[src/hdl/oemlh_consts.vh]
// constants for the oam endpoint mapping and loss-measurement hierarchy
// assumes inclusion by hdl/oemlh_top.v and by the monitor and bench testbench files; definitions, no logic
`ifndef OEMLH_CONSTS_VH
`define OEMLH_CONSTS_VH

// ----------------------------------------------------------------------
// sizes
// ----------------------------------------------------------------------
`define OEMLH_EP_W        4
`define OEMLH_NUM_EP      16
`define OEMLH_SVC_W       4
`define OEMLH_NUM_SVC     16
`define OEMLH_PORT_W      3
`define OEMLH_NUM_PORT    4'h6
`define OEMLH_CNT_W       16
`define OEMLH_INC_W       3
`define OEMLH_ADDR_W      12
`define OEMLH_MEMBERS     6

// ----------------------------------------------------------------------
// register blocks, selected by paddr[11:8], entry by paddr[5:2]
// ----------------------------------------------------------------------
`define OEMLH_BLK_CTRL    4'h1
`define OEMLH_BLK_LINK    4'h2
`define OEMLH_BLK_SVC     4'h3
`define OEMLH_BLK_CNT     4'h4

// ----------------------------------------------------------------------
// field positions
// ----------------------------------------------------------------------
`define OEMLH_CTRL_ENA    0
`define OEMLH_CTRL_UP     1
`define OEMLH_CTRL_SRV    2
`define OEMLH_CTRL_PORT   4
`define OEMLH_LINK_ENA    0
`define OEMLH_LINK_ID     4
`define OEMLH_SVC_ENA     0
`define OEMLH_SVC_IDX     4
`define OEMLH_CNT_TX      16

// ----------------------------------------------------------------------
// reset values
// ----------------------------------------------------------------------
`define OEMLH_RST_FLAGS   16'h0000
`define OEMLH_RST_PORT    3'h0
`define OEMLH_RST_IDX     4'h0
`define OEMLH_RST_CNT     16'h0000

`endif

[src/hdl/oemlh_top.v]
// oam endpoint mapping: one active endpoint per lookup stage, fan-out of
// loss-measurement counts over service, server and port endpoints
// assumes analyzer and rewriter stages present one frame lookup per cycle
// each, synchronous to pclk; configuration reached over apb
//
// Operation
// - up-facing transmit lookup happens at the analyzer on ingress frames
// - up-facing receive lookup happens at the rewriter on egress frames
// - down-facing transmit lookup at rewriter, receive lookup at analyzer
// - up-facing own transmit oam enters ingress; receive taken from egress
// - analyzer uses service table entry index only when its enable is one
// - rewriter uses classifier action index only when its valid flag is one
// - unmapped frames go to their port endpoint, always looked up
// - disabled selected endpoint means no processing of the frame
// - frame on a port endpoint counts in that port endpoint only
// - service frame counts in service, resident port, optionally one server
// - three-level counting works at both analyzer and rewriter stages
// - one lookup per stage, active endpoint updates all member counters
// - user-to-network: analyzer tx gives up-facing, rewriter tx down-facing
// - network-to-user: analyzer rx gives down-facing, rewriter rx up-facing
// - active down service counts itself, its server and network port
// - active down server counts itself and the network port endpoint
// - active up service counts itself, its up server and user port
// - active up server counts only itself, user port untouched
// - up to six counting levels across both stages of one flow
//
// Decided for this implementation: the APB interface to the registers and the address map.
`timescale 1ns/1ps
`include "oemlh_consts.vh"

module oemlh_top (
  input  wire                        pclk,
  input  wire                        presetn,
  input  wire                        psel,
  input  wire                        penable,
  input  wire                        pwrite,
  input  wire [`OEMLH_ADDR_W-1:0]    paddr,
  input  wire [31:0]                 pwdata,
  output reg  [31:0]                 prdata,
  output wire                        pready,
  output reg                         pslverr,
  input  wire                        ana_valid,
  input  wire [`OEMLH_PORT_W-1:0]    ana_port,
  input  wire [`OEMLH_SVC_W-1:0]     ana_service_index,
  input  wire                        rew_valid,
  input  wire [`OEMLH_PORT_W-1:0]    rew_port,
  input  wire                        egress_endpoint_map_valid,
  input  wire [`OEMLH_EP_W-1:0]      egress_endpoint_index,
  output reg                         ana_active_valid,
  output reg  [`OEMLH_EP_W-1:0]      ana_active_ep,
  output reg                         ana_active_tx,
  output reg                         rew_active_valid,
  output reg  [`OEMLH_EP_W-1:0]      rew_active_ep,
  output reg                         rew_active_tx
);

  // --------------------------------------------------------------------
  // configuration and counter storage
  // --------------------------------------------------------------------
  reg  [`OEMLH_NUM_EP-1:0]   ep_ena_q;
  reg  [`OEMLH_NUM_EP-1:0]   ep_up_q;
  reg  [`OEMLH_NUM_EP-1:0]   ep_srv_q;
  reg  [`OEMLH_PORT_W-1:0]   ep_port_q   [0:`OEMLH_NUM_EP-1];
  reg  [`OEMLH_NUM_EP-1:0]   link_ena_q;
  reg  [`OEMLH_EP_W-1:0]     link_id_q   [0:`OEMLH_NUM_EP-1];
  reg  [`OEMLH_NUM_SVC-1:0]  svc_ena_q;
  reg  [`OEMLH_EP_W-1:0]     svc_idx_q   [0:`OEMLH_NUM_SVC-1];
  reg  [`OEMLH_CNT_W-1:0]    cnt_rx_q    [0:`OEMLH_NUM_EP-1];
  reg  [`OEMLH_CNT_W-1:0]    cnt_tx_q    [0:`OEMLH_NUM_EP-1];

  // --------------------------------------------------------------------
  // lookup working signals
  // --------------------------------------------------------------------
  reg                        st_svc      [0:1];
  reg  [`OEMLH_EP_W-1:0]     st_idx      [0:1];
  reg  [`OEMLH_EP_W-1:0]     st_act      [0:1];
  reg                        st_go       [0:1];
  reg                        st_tx       [0:1];
  reg  [`OEMLH_EP_W-1:0]     mem_ep      [0:`OEMLH_MEMBERS-1];
  reg  [`OEMLH_MEMBERS-1:0]  mem_v;
  reg  [`OEMLH_MEMBERS-1:0]  mem_tx;
  reg  [`OEMLH_INC_W-1:0]    inc_rx      [0:`OEMLH_NUM_EP-1];
  reg  [`OEMLH_INC_W-1:0]    inc_tx      [0:`OEMLH_NUM_EP-1];
  reg  [`OEMLH_EP_W-1:0]     act;
  reg  [`OEMLH_EP_W-1:0]     srv;
  reg                        is_port;
  integer                    s;
  integer                    m;
  // every process owns its loop index, so each index has one driver
  integer                    i;
  integer                    r;
  integer                    c;
  integer                    k;

  // --------------------------------------------------------------------
  // apb decode
  // --------------------------------------------------------------------
  wire [3:0]                 blk   = paddr[11:8];
  wire [3:0]                 wi    = paddr[5:2];
  wire                       align = (paddr[7:6] == 2'b00) &&
                                     (paddr[1:0] == 2'b00);
  wire                       setup = psel && !penable;
  wire                       wr    = psel && penable && pwrite && align;
  reg  [31:0]                rd_d;
  reg                        err_d;

  // zero wait states: answer comes in the access cycle
  assign pready = 1'b1;

  // --------------------------------------------------------------------
  // stage selection of the active endpoint
  // --------------------------------------------------------------------
  // stage 0 is the analyzer, stage 1 the rewriter
  // a disabled mapped endpoint is not retried on the port endpoint
  always @* begin
    st_svc[0] = svc_ena_q[ana_service_index];
    st_idx[0] = svc_idx_q[ana_service_index];
    st_svc[1] = egress_endpoint_map_valid;
    st_idx[1] = egress_endpoint_index;
    for (s = 0; s < 2; s = s + 1) begin
      if (st_svc[s]) begin
        st_act[s] = st_idx[s];
      end else if (s == 0) begin
        st_act[s] = {1'b0, ana_port};
      end else begin
        st_act[s] = {1'b0, rew_port};
      end
      st_go[s] = ((s == 0) ? ana_valid : rew_valid) &&
                 ep_ena_q[st_act[s]];
      st_tx[s] = (s == 0) ? ep_up_q[st_act[s]] : !ep_up_q[st_act[s]];
    end
  end

  // --------------------------------------------------------------------
  // hierarchy members: active, server, resident port per stage
  // --------------------------------------------------------------------
  always @* begin
    act     = {`OEMLH_EP_W{1'b0}};
    srv     = {`OEMLH_EP_W{1'b0}};
    is_port = 1'b0;
    mem_v   = {`OEMLH_MEMBERS{1'b0}};
    mem_tx  = {`OEMLH_MEMBERS{1'b0}};
    for (m = 0; m < `OEMLH_MEMBERS; m = m + 1) begin
      mem_ep[m] = {`OEMLH_EP_W{1'b0}};
    end
    // members 0..2 belong to the analyzer, 3..5 to the rewriter
    // same hierarchy both stages
    for (m = 0; m < 2; m = m + 1) begin
      act     = st_act[m];
      srv     = link_id_q[act];
      is_port = (act < `OEMLH_NUM_PORT);
      mem_ep[3*m]   = act;
      mem_v[3*m]    = st_go[m];
      // server link setup
      // servers never chain on; a link to itself is ignored
      mem_ep[3*m+1] = srv;
      mem_v[3*m+1]  = st_go[m] && !is_port && !ep_srv_q[act] &&
                      link_ena_q[act] && ep_srv_q[srv] && (srv != act);
      mem_ep[3*m+2] = {1'b0, ep_port_q[act]};
      mem_v[3*m+2]  = st_go[m] && !is_port &&
                      !(ep_srv_q[act] && ep_up_q[act]);
      mem_tx[3*m]   = st_tx[m];
      mem_tx[3*m+1] = st_tx[m];
      mem_tx[3*m+2] = st_tx[m];
    end
  end

  // --------------------------------------------------------------------
  // per-endpoint increments from both stages
  // --------------------------------------------------------------------
  // both stages add up
  // up to four members may hit one endpoint, two per stage, hence three-bit sums
  always @* begin
    for (i = 0; i < `OEMLH_NUM_EP; i = i + 1) begin
      inc_rx[i] = {`OEMLH_INC_W{1'b0}};
      inc_tx[i] = {`OEMLH_INC_W{1'b0}};
      for (r = 0; r < `OEMLH_MEMBERS; r = r + 1) begin
        if (mem_v[r] && (mem_ep[r] == i[`OEMLH_EP_W-1:0])) begin
          if (mem_tx[r]) begin
            inc_tx[i] = inc_tx[i] + 3'h1;
          end else begin
            inc_rx[i] = inc_rx[i] + 3'h1;
          end
        end
      end
    end
  end

  // --------------------------------------------------------------------
  // apb read mux, captured in the setup cycle
  // --------------------------------------------------------------------
  always @* begin
    rd_d  = 32'h00000000;
    err_d = !align;
    case (blk)
      `OEMLH_BLK_CTRL: begin
        rd_d[`OEMLH_CTRL_ENA] = ep_ena_q[wi];
        rd_d[`OEMLH_CTRL_UP]  = ep_up_q[wi];
        rd_d[`OEMLH_CTRL_SRV] = ep_srv_q[wi];
        rd_d[`OEMLH_CTRL_PORT+`OEMLH_PORT_W-1:`OEMLH_CTRL_PORT] =
          ep_port_q[wi];
      end
      `OEMLH_BLK_LINK: begin
        rd_d[`OEMLH_LINK_ENA] = link_ena_q[wi];
        rd_d[`OEMLH_LINK_ID+`OEMLH_EP_W-1:`OEMLH_LINK_ID] = link_id_q[wi];
      end
      `OEMLH_BLK_SVC: begin
        rd_d[`OEMLH_SVC_ENA] = svc_ena_q[wi];
        rd_d[`OEMLH_SVC_IDX+`OEMLH_EP_W-1:`OEMLH_SVC_IDX] = svc_idx_q[wi];
      end
      `OEMLH_BLK_CNT: begin
        rd_d[`OEMLH_CNT_W-1:0] = cnt_rx_q[wi];
        rd_d[`OEMLH_CNT_TX+`OEMLH_CNT_W-1:`OEMLH_CNT_TX] = cnt_tx_q[wi];
      end
      default: begin
        err_d = 1'b1;
      end
    endcase
    if (err_d) begin
      rd_d = 32'h00000000;
    end
  end

  // holding at setup keeps the answer steady through the access phase
  // read data and error registered at setup, shown in the access cycle
  always @(posedge pclk or negedge presetn) begin
    if (!presetn) begin
      prdata  <= 32'h00000000;
      pslverr <= 1'b0;
    end else if (setup) begin
      prdata  <= pwrite ? 32'h00000000 : rd_d;
      pslverr <= err_d;
    end
  end

  // --------------------------------------------------------------------
  // configuration registers
  // --------------------------------------------------------------------
  always @(posedge pclk or negedge presetn) begin
    if (!presetn) begin
      ep_ena_q   <= `OEMLH_RST_FLAGS;
      ep_up_q    <= `OEMLH_RST_FLAGS;
      ep_srv_q   <= `OEMLH_RST_FLAGS;
      link_ena_q <= `OEMLH_RST_FLAGS;
      svc_ena_q  <= `OEMLH_RST_FLAGS;
      for (c = 0; c < `OEMLH_NUM_EP; c = c + 1) begin
        ep_port_q[c] <= `OEMLH_RST_PORT;
        link_id_q[c] <= `OEMLH_RST_IDX;
        svc_idx_q[c] <= `OEMLH_RST_IDX;
      end
    end else if (wr) begin
      case (blk)
        `OEMLH_BLK_CTRL: begin
          ep_ena_q[wi]  <= pwdata[`OEMLH_CTRL_ENA];
          ep_up_q[wi]   <= pwdata[`OEMLH_CTRL_UP];
          ep_srv_q[wi]  <= pwdata[`OEMLH_CTRL_SRV];
          ep_port_q[wi] <=
            pwdata[`OEMLH_CTRL_PORT+`OEMLH_PORT_W-1:`OEMLH_CTRL_PORT];
        end
        `OEMLH_BLK_LINK: begin
          link_ena_q[wi] <= pwdata[`OEMLH_LINK_ENA];
          link_id_q[wi]  <=
            pwdata[`OEMLH_LINK_ID+`OEMLH_EP_W-1:`OEMLH_LINK_ID];
        end
        `OEMLH_BLK_SVC: begin
          svc_ena_q[wi] <= pwdata[`OEMLH_SVC_ENA];
          svc_idx_q[wi] <=
            pwdata[`OEMLH_SVC_IDX+`OEMLH_EP_W-1:`OEMLH_SVC_IDX];
        end
        default: begin
          // writes to other blocks are dropped
        end
      endcase
    end
  end

  // --------------------------------------------------------------------
  // loss-measurement counters; a write clears, same-cycle counts survive
  // --------------------------------------------------------------------
  // one-cycle atomic commit
  always @(posedge pclk or negedge presetn) begin
    if (!presetn) begin
      for (k = 0; k < `OEMLH_NUM_EP; k = k + 1) begin
        cnt_rx_q[k] <= `OEMLH_RST_CNT;
        cnt_tx_q[k] <= `OEMLH_RST_CNT;
      end
    end else begin
      for (k = 0; k < `OEMLH_NUM_EP; k = k + 1) begin
        // a clear keeps this cycle's increments so no frame is lost
        if (wr && (blk == `OEMLH_BLK_CNT) &&
            (wi == k[`OEMLH_EP_W-1:0])) begin
          cnt_rx_q[k] <= {13'h0000, inc_rx[k]};
          cnt_tx_q[k] <= {13'h0000, inc_tx[k]};
        end else begin
          cnt_rx_q[k] <= cnt_rx_q[k] + {13'h0000, inc_rx[k]};
          cnt_tx_q[k] <= cnt_tx_q[k] + {13'h0000, inc_tx[k]};
        end
      end
    end
  end

  // --------------------------------------------------------------------
  // active endpoint outputs, one result per stage per frame
  // --------------------------------------------------------------------
  // user-to-network roles
  // network-to-user roles
  // ep and tx follow every cycle; they mean something only with valid
  always @(posedge pclk or negedge presetn) begin
    if (!presetn) begin
      ana_active_valid <= 1'b0;
      ana_active_ep    <= `OEMLH_RST_IDX;
      ana_active_tx    <= 1'b0;
      rew_active_valid <= 1'b0;
      rew_active_ep    <= `OEMLH_RST_IDX;
      rew_active_tx    <= 1'b0;
    end else begin
      ana_active_valid <= st_go[0];
      ana_active_ep    <= st_act[0];
      ana_active_tx    <= st_tx[0];
      rew_active_valid <= st_go[1];
      rew_active_ep    <= st_act[1];
      rew_active_tx    <= st_tx[1];
    end
  end

endmodule // oemlh_top

[config.mk]
export PLATFORM = sky130hd
export DESIGN_NAME = oemlh_top
export DESIGN_NICKNAME = d
export VERILOG_FILES = /design/src/hdl/oemlh_top.v
export VERILOG_INCLUDE_DIRS = /design/src /design/src/hdl
export SDC_FILE = /design/constraint.sdc
export NUM_CORES = 2
export LEC_CHECK = 0
export ABC_AREA = 1
export BUFFER_PORTS_ARGS = -buffer_cell sky130_fd_sc_hd__buf_2
export CORE_MARGIN = 8
export CORE_UTILIZATION = 40
export CTS_CLUSTER_SIZE = 25
export DETAILED_ROUTE_END_ITERATION = 6
export HOLD_SLACK_MARGIN = 0.03
export SYNTH_ARGS = -nofsm -noshare
export SYNTH_HDL_FRONTEND = slang
export SYNTH_SLANG_ARGS = --single-unit
[constraint.sdc]
create_clock -name pclk -period 6.1 [get_ports pclk]
set_input_delay 0.61 -clock pclk [delete_from_list [all_inputs] [get_ports pclk]]
set_output_delay 0.61 -clock pclk [all_outputs]
set_load 0.005 [all_outputs]
==> results.cfg <==
[outcome]
status = finished, violations left
violations = design-rule violations, negative setup slack

[final_layout]
area_growth_pct = 36.1
antenna_cells = 0
utilization_pct = 54.8
stdcell_area_sq_um = 72000
nNetsFinal = 9021
post_route_cells_drive_above_1_share_pct = 27.5

[synthesis]
synthSimpleGateAreaFrac_pct = 27.4
synth_xor_area_share_pct = 1.14
yosys_warnings = 0
synth_compound_area_share_pct = 17.4
synth_edf_count = 0
synth_top_area_share_pct = 38.5
yosysTopAreaCell = dfrtp_1
ys_seq_elements = 813
dominantRegCellSynth = dfrtp_1
yosysSeqAreaShare_pct = 38.5
yosys.area_share.adder_pct = 5.75
synth_area_sq_um = 52900
synth_top_family_by_area = simple AND/OR/NAND/NOR gates
synth.area.top_cells = dfrtp_1, nand2_1, inv_1
synth.distinct_cells = 62
muxShareOfSynthArea_pct = 0.0426
syn_inst = 7482
syn_area_per_cell_sq_um = 7.07
synth-async-reset-ratio_pct = 100

[critical_path]
cpLargestDelayFamily = simple AND/OR/NAND/NOR gates
required_ns = 6.65
crit_path_max_fanout = 7
start_kind = register
path_class = register to register
cp_slowest_cell = dfrtp_1
crit_arrival_ns = 7.74
cp_num_buf_inv = 9
critPathMaxStageDelay_ns = 0.38
cp-end-kind = register
cpMostUsedCell = nand2_2

[grt]
grt-ovfl-total = 0
grt_max_degree = 129
antenna_found_initial = 5
grt_pass1_vias = 53400
grt_pass1_wl_microns = 308000
grt_use_total_pct = 26.7

[routing]
drt_first_pass_iters = 7
wl_per_cell_microns = 19.5
first_iter_violations = 5235
routed_wl_microns = 206000
ant_nets = 0
drc = 10
vias_per_cell = 5.39
via_count = 56900

[pwr]
power.density_nw_per_um2 = 213
p_leak_nw = 35.4
power.switching_w = 0.00475
power_frac_clock_pct = 40.6
ir_drop_mv = 0.278
power.internal_w = 0.0106
seq_power_share_pct = 39.1
p_sw_share_pct = 31.0
combPwrFrac_pct = 20.3

[sta]
clock-skew-final_ns = 0.0418
slew_violations = 0
min_period_ns = 7.19
layout_setup_ws_ns = -1.09
rsz0062_at_grt = true
fmax_mhz = 139
final-setup-viol-count = 261
setup-tns-final_ns = -106.34
finalHoldViolCount = 0
tightest_slew_ns = 1.24
whs_ns = 0.248
slew_headroom_pct = 17.1
post-route-period-util_pct = 118

[die]
fp.dieArea_sq_um = 144000
chipHeight_microns = 380
core_sq_um = 131000
start_util_pct = 40.3
die_w_microns = 380
row_count = 133
num_io_pins = 112

[clocking]
clk_pin_slew_ns = 0.07
clockBufferDepth = 3
cts-buffers-inserted = 96
worstSkewPairLatency_ns = 0.74
htree_levels = 3
cts.sinks = 813
cts_root_buffer = clkbuf_16
cts_tree = built

[run]
drv_cap = 0

[placement]
postPlaceCellArea_sq_um = 64200
routabilityCongestion = 0.980
portBuffers = 85
hpwlAfterDp_microns = 148000

[worst_hold_path]
worstHoldPathType = input pin to register
state kept, by name (all words and copies together), names as in the netlist, 32 cells and up:
register / flops
svc_idx_q: 64
prdata: 32
cnt_rx_q: 256
cnt_tx_q: 256
ep_port_q: 48
link_id_q: 64
synthesized netlist by cell type (13+ instances only):
cell type / instances
nand2_1: 1767
xor2_1: 52
o21ai_1: 17
buf_4: 14
xnor2_1: 17
inv_1: 1012
nand4_1: 46
o22ai_1: 250
clkbuf_1: 196
and2_1: 34
nand3_1: 459
a22oi_1: 122
a22o_1: 13
dfrtp_1: 813
a21oi_1: 283
fa_1: 32
nor3_1: 198
buf_2: 42
nor2_1: 807
a221oi_1: 21
a211oi_1: 16
ha_1: 192
o221ai_1: 45
or2_2: 29
a31oi_1: 66
buf_1: 30
nor4_1: 35
nand3b_1: 17
o21ai_0: 679
o211ai_1: 27
nor3b_1: 26
per-layer routing:
metal / GRT usage (%) / vias up / wire [microns]
met5: 0.297 / - / 13
met4: 14.2 / 2 / 12200
met3: 3.72 / 518 / 14500
met2: 42.0 / 2170 / 92100
met1: 35.7 / 27000 / 86800
li1: - / 27300 / -
cells by family (layout without fill, tap and decap cells):
family	after synthesis	in the layout
AND/OR/NAND/NOR	3461	3462
buffers and inverters	1324	2624
adder cells (fa/ha/maj)	224	224
XOR/XNOR	69	69
multiplexers	2	2
other	2	33
flip-flops	813	813
AO/OA/AOI/OAI	1587	1587
final cells by class:
cell class	instances	area, sq um
Fill cell	12300	59300
Multi-Input combinational cell	5377	31100
Sequential cell	813	20300
Timing Repair Buffer	1410	11100
Inverter	1033	3920
Clock buffer	127	2680
Tap cell	1755	2200
Clock inverter	54	694
stage by stage:
step / total power [W] / instances / worst slack, ns
final: 0.0153 / 10600 / -1.09
after floorplan: 0.00751 / 7513 / -0.754
after CTS: 0.0150 / 10400 / -0.853
after global routing: 0.0160 / 10600 / -1.51
after detailed placement: 0.00871 / 10200 / -1.74
after global placement: 0.00863 / 10200 / -1.61
worst register-to-register path, delay by kind of cell, from the launching register on:
kind            cells  cell delay, ns
xor+xnor            1            0.06
fa+ha+maj           5            1.14
compound gates      2            0.39
simple gates       41            4.16
flops               1            0.38
buf+inv             9            0.88
final timing paths:
| path | start | end | slack (ns) | cells after the start |
|---|---|---|---|---|
| max in group asynchronous | presetn | cnt_tx_q[225] | 4.05 | 3 |
| min in group asynchronous | presetn | cnt_tx_q[89] | 0.52 | 2 |
| setup / recovery | svc_ena_q[6] | cnt_rx_q[223] | -1.09 | 58 |
| hold reg to reg | cnt_rx_q[244] | cnt_rx_q[244] | 0.47 | 1 |
| setup reg to reg | svc_ena_q[6] | cnt_rx_q[223] | -1.09 | 58 |
| hold / removal | egress_endpoint_index[0] | rew_active_ep[0] | 0.25 | 4 |
cell usage in the layout, fill, tap and decap left out, types with 39 or more instances in the layout:
master,n
nor2_4,94
nor3_1,159
nor2_2,134
clkbuf_16,105
ha_4,41
buf_2,83
inv_2,91
nor2_1,593
dfrtp_1,813
xor2_1,39
buf_4,1239
a21oi_1,266
o221ai_1,45
nand2_2,173
a31oi_1,59
o21ai_0,612
o22ai_1,249
buf_6,44
nand2_1,1571
inv_1,924
o21ai_1,48
ha_1,138
nand4_1,46
a22oi_1,116
nand3_1,423
power groups by stage:
stage	clock [W]	sequential (W)	combinational [W]
detailed placement	0	0.00606	0.00265
finish	0.00623	0.00600	0.00311
global route	0.00653	0.00603	0.00338
CTS	0.00632	0.00597	0.00274
global placement	0	0.00605	0.00259
floorplan	0	0.00600	0.00150
what timing repair did:
action | in CTS | in global routing
gates resized for setup | 120 | 720
endpoints found under the setup margin | 318 | 424
hold endpoints to repair | 63 | 0
buffers inserted | 29 | 130
hold buffers | 1 | 0
cloned | 0 | 9
pin swaps | 43 | 402
No activity file was read; power rests on OpenSTA's default activity.
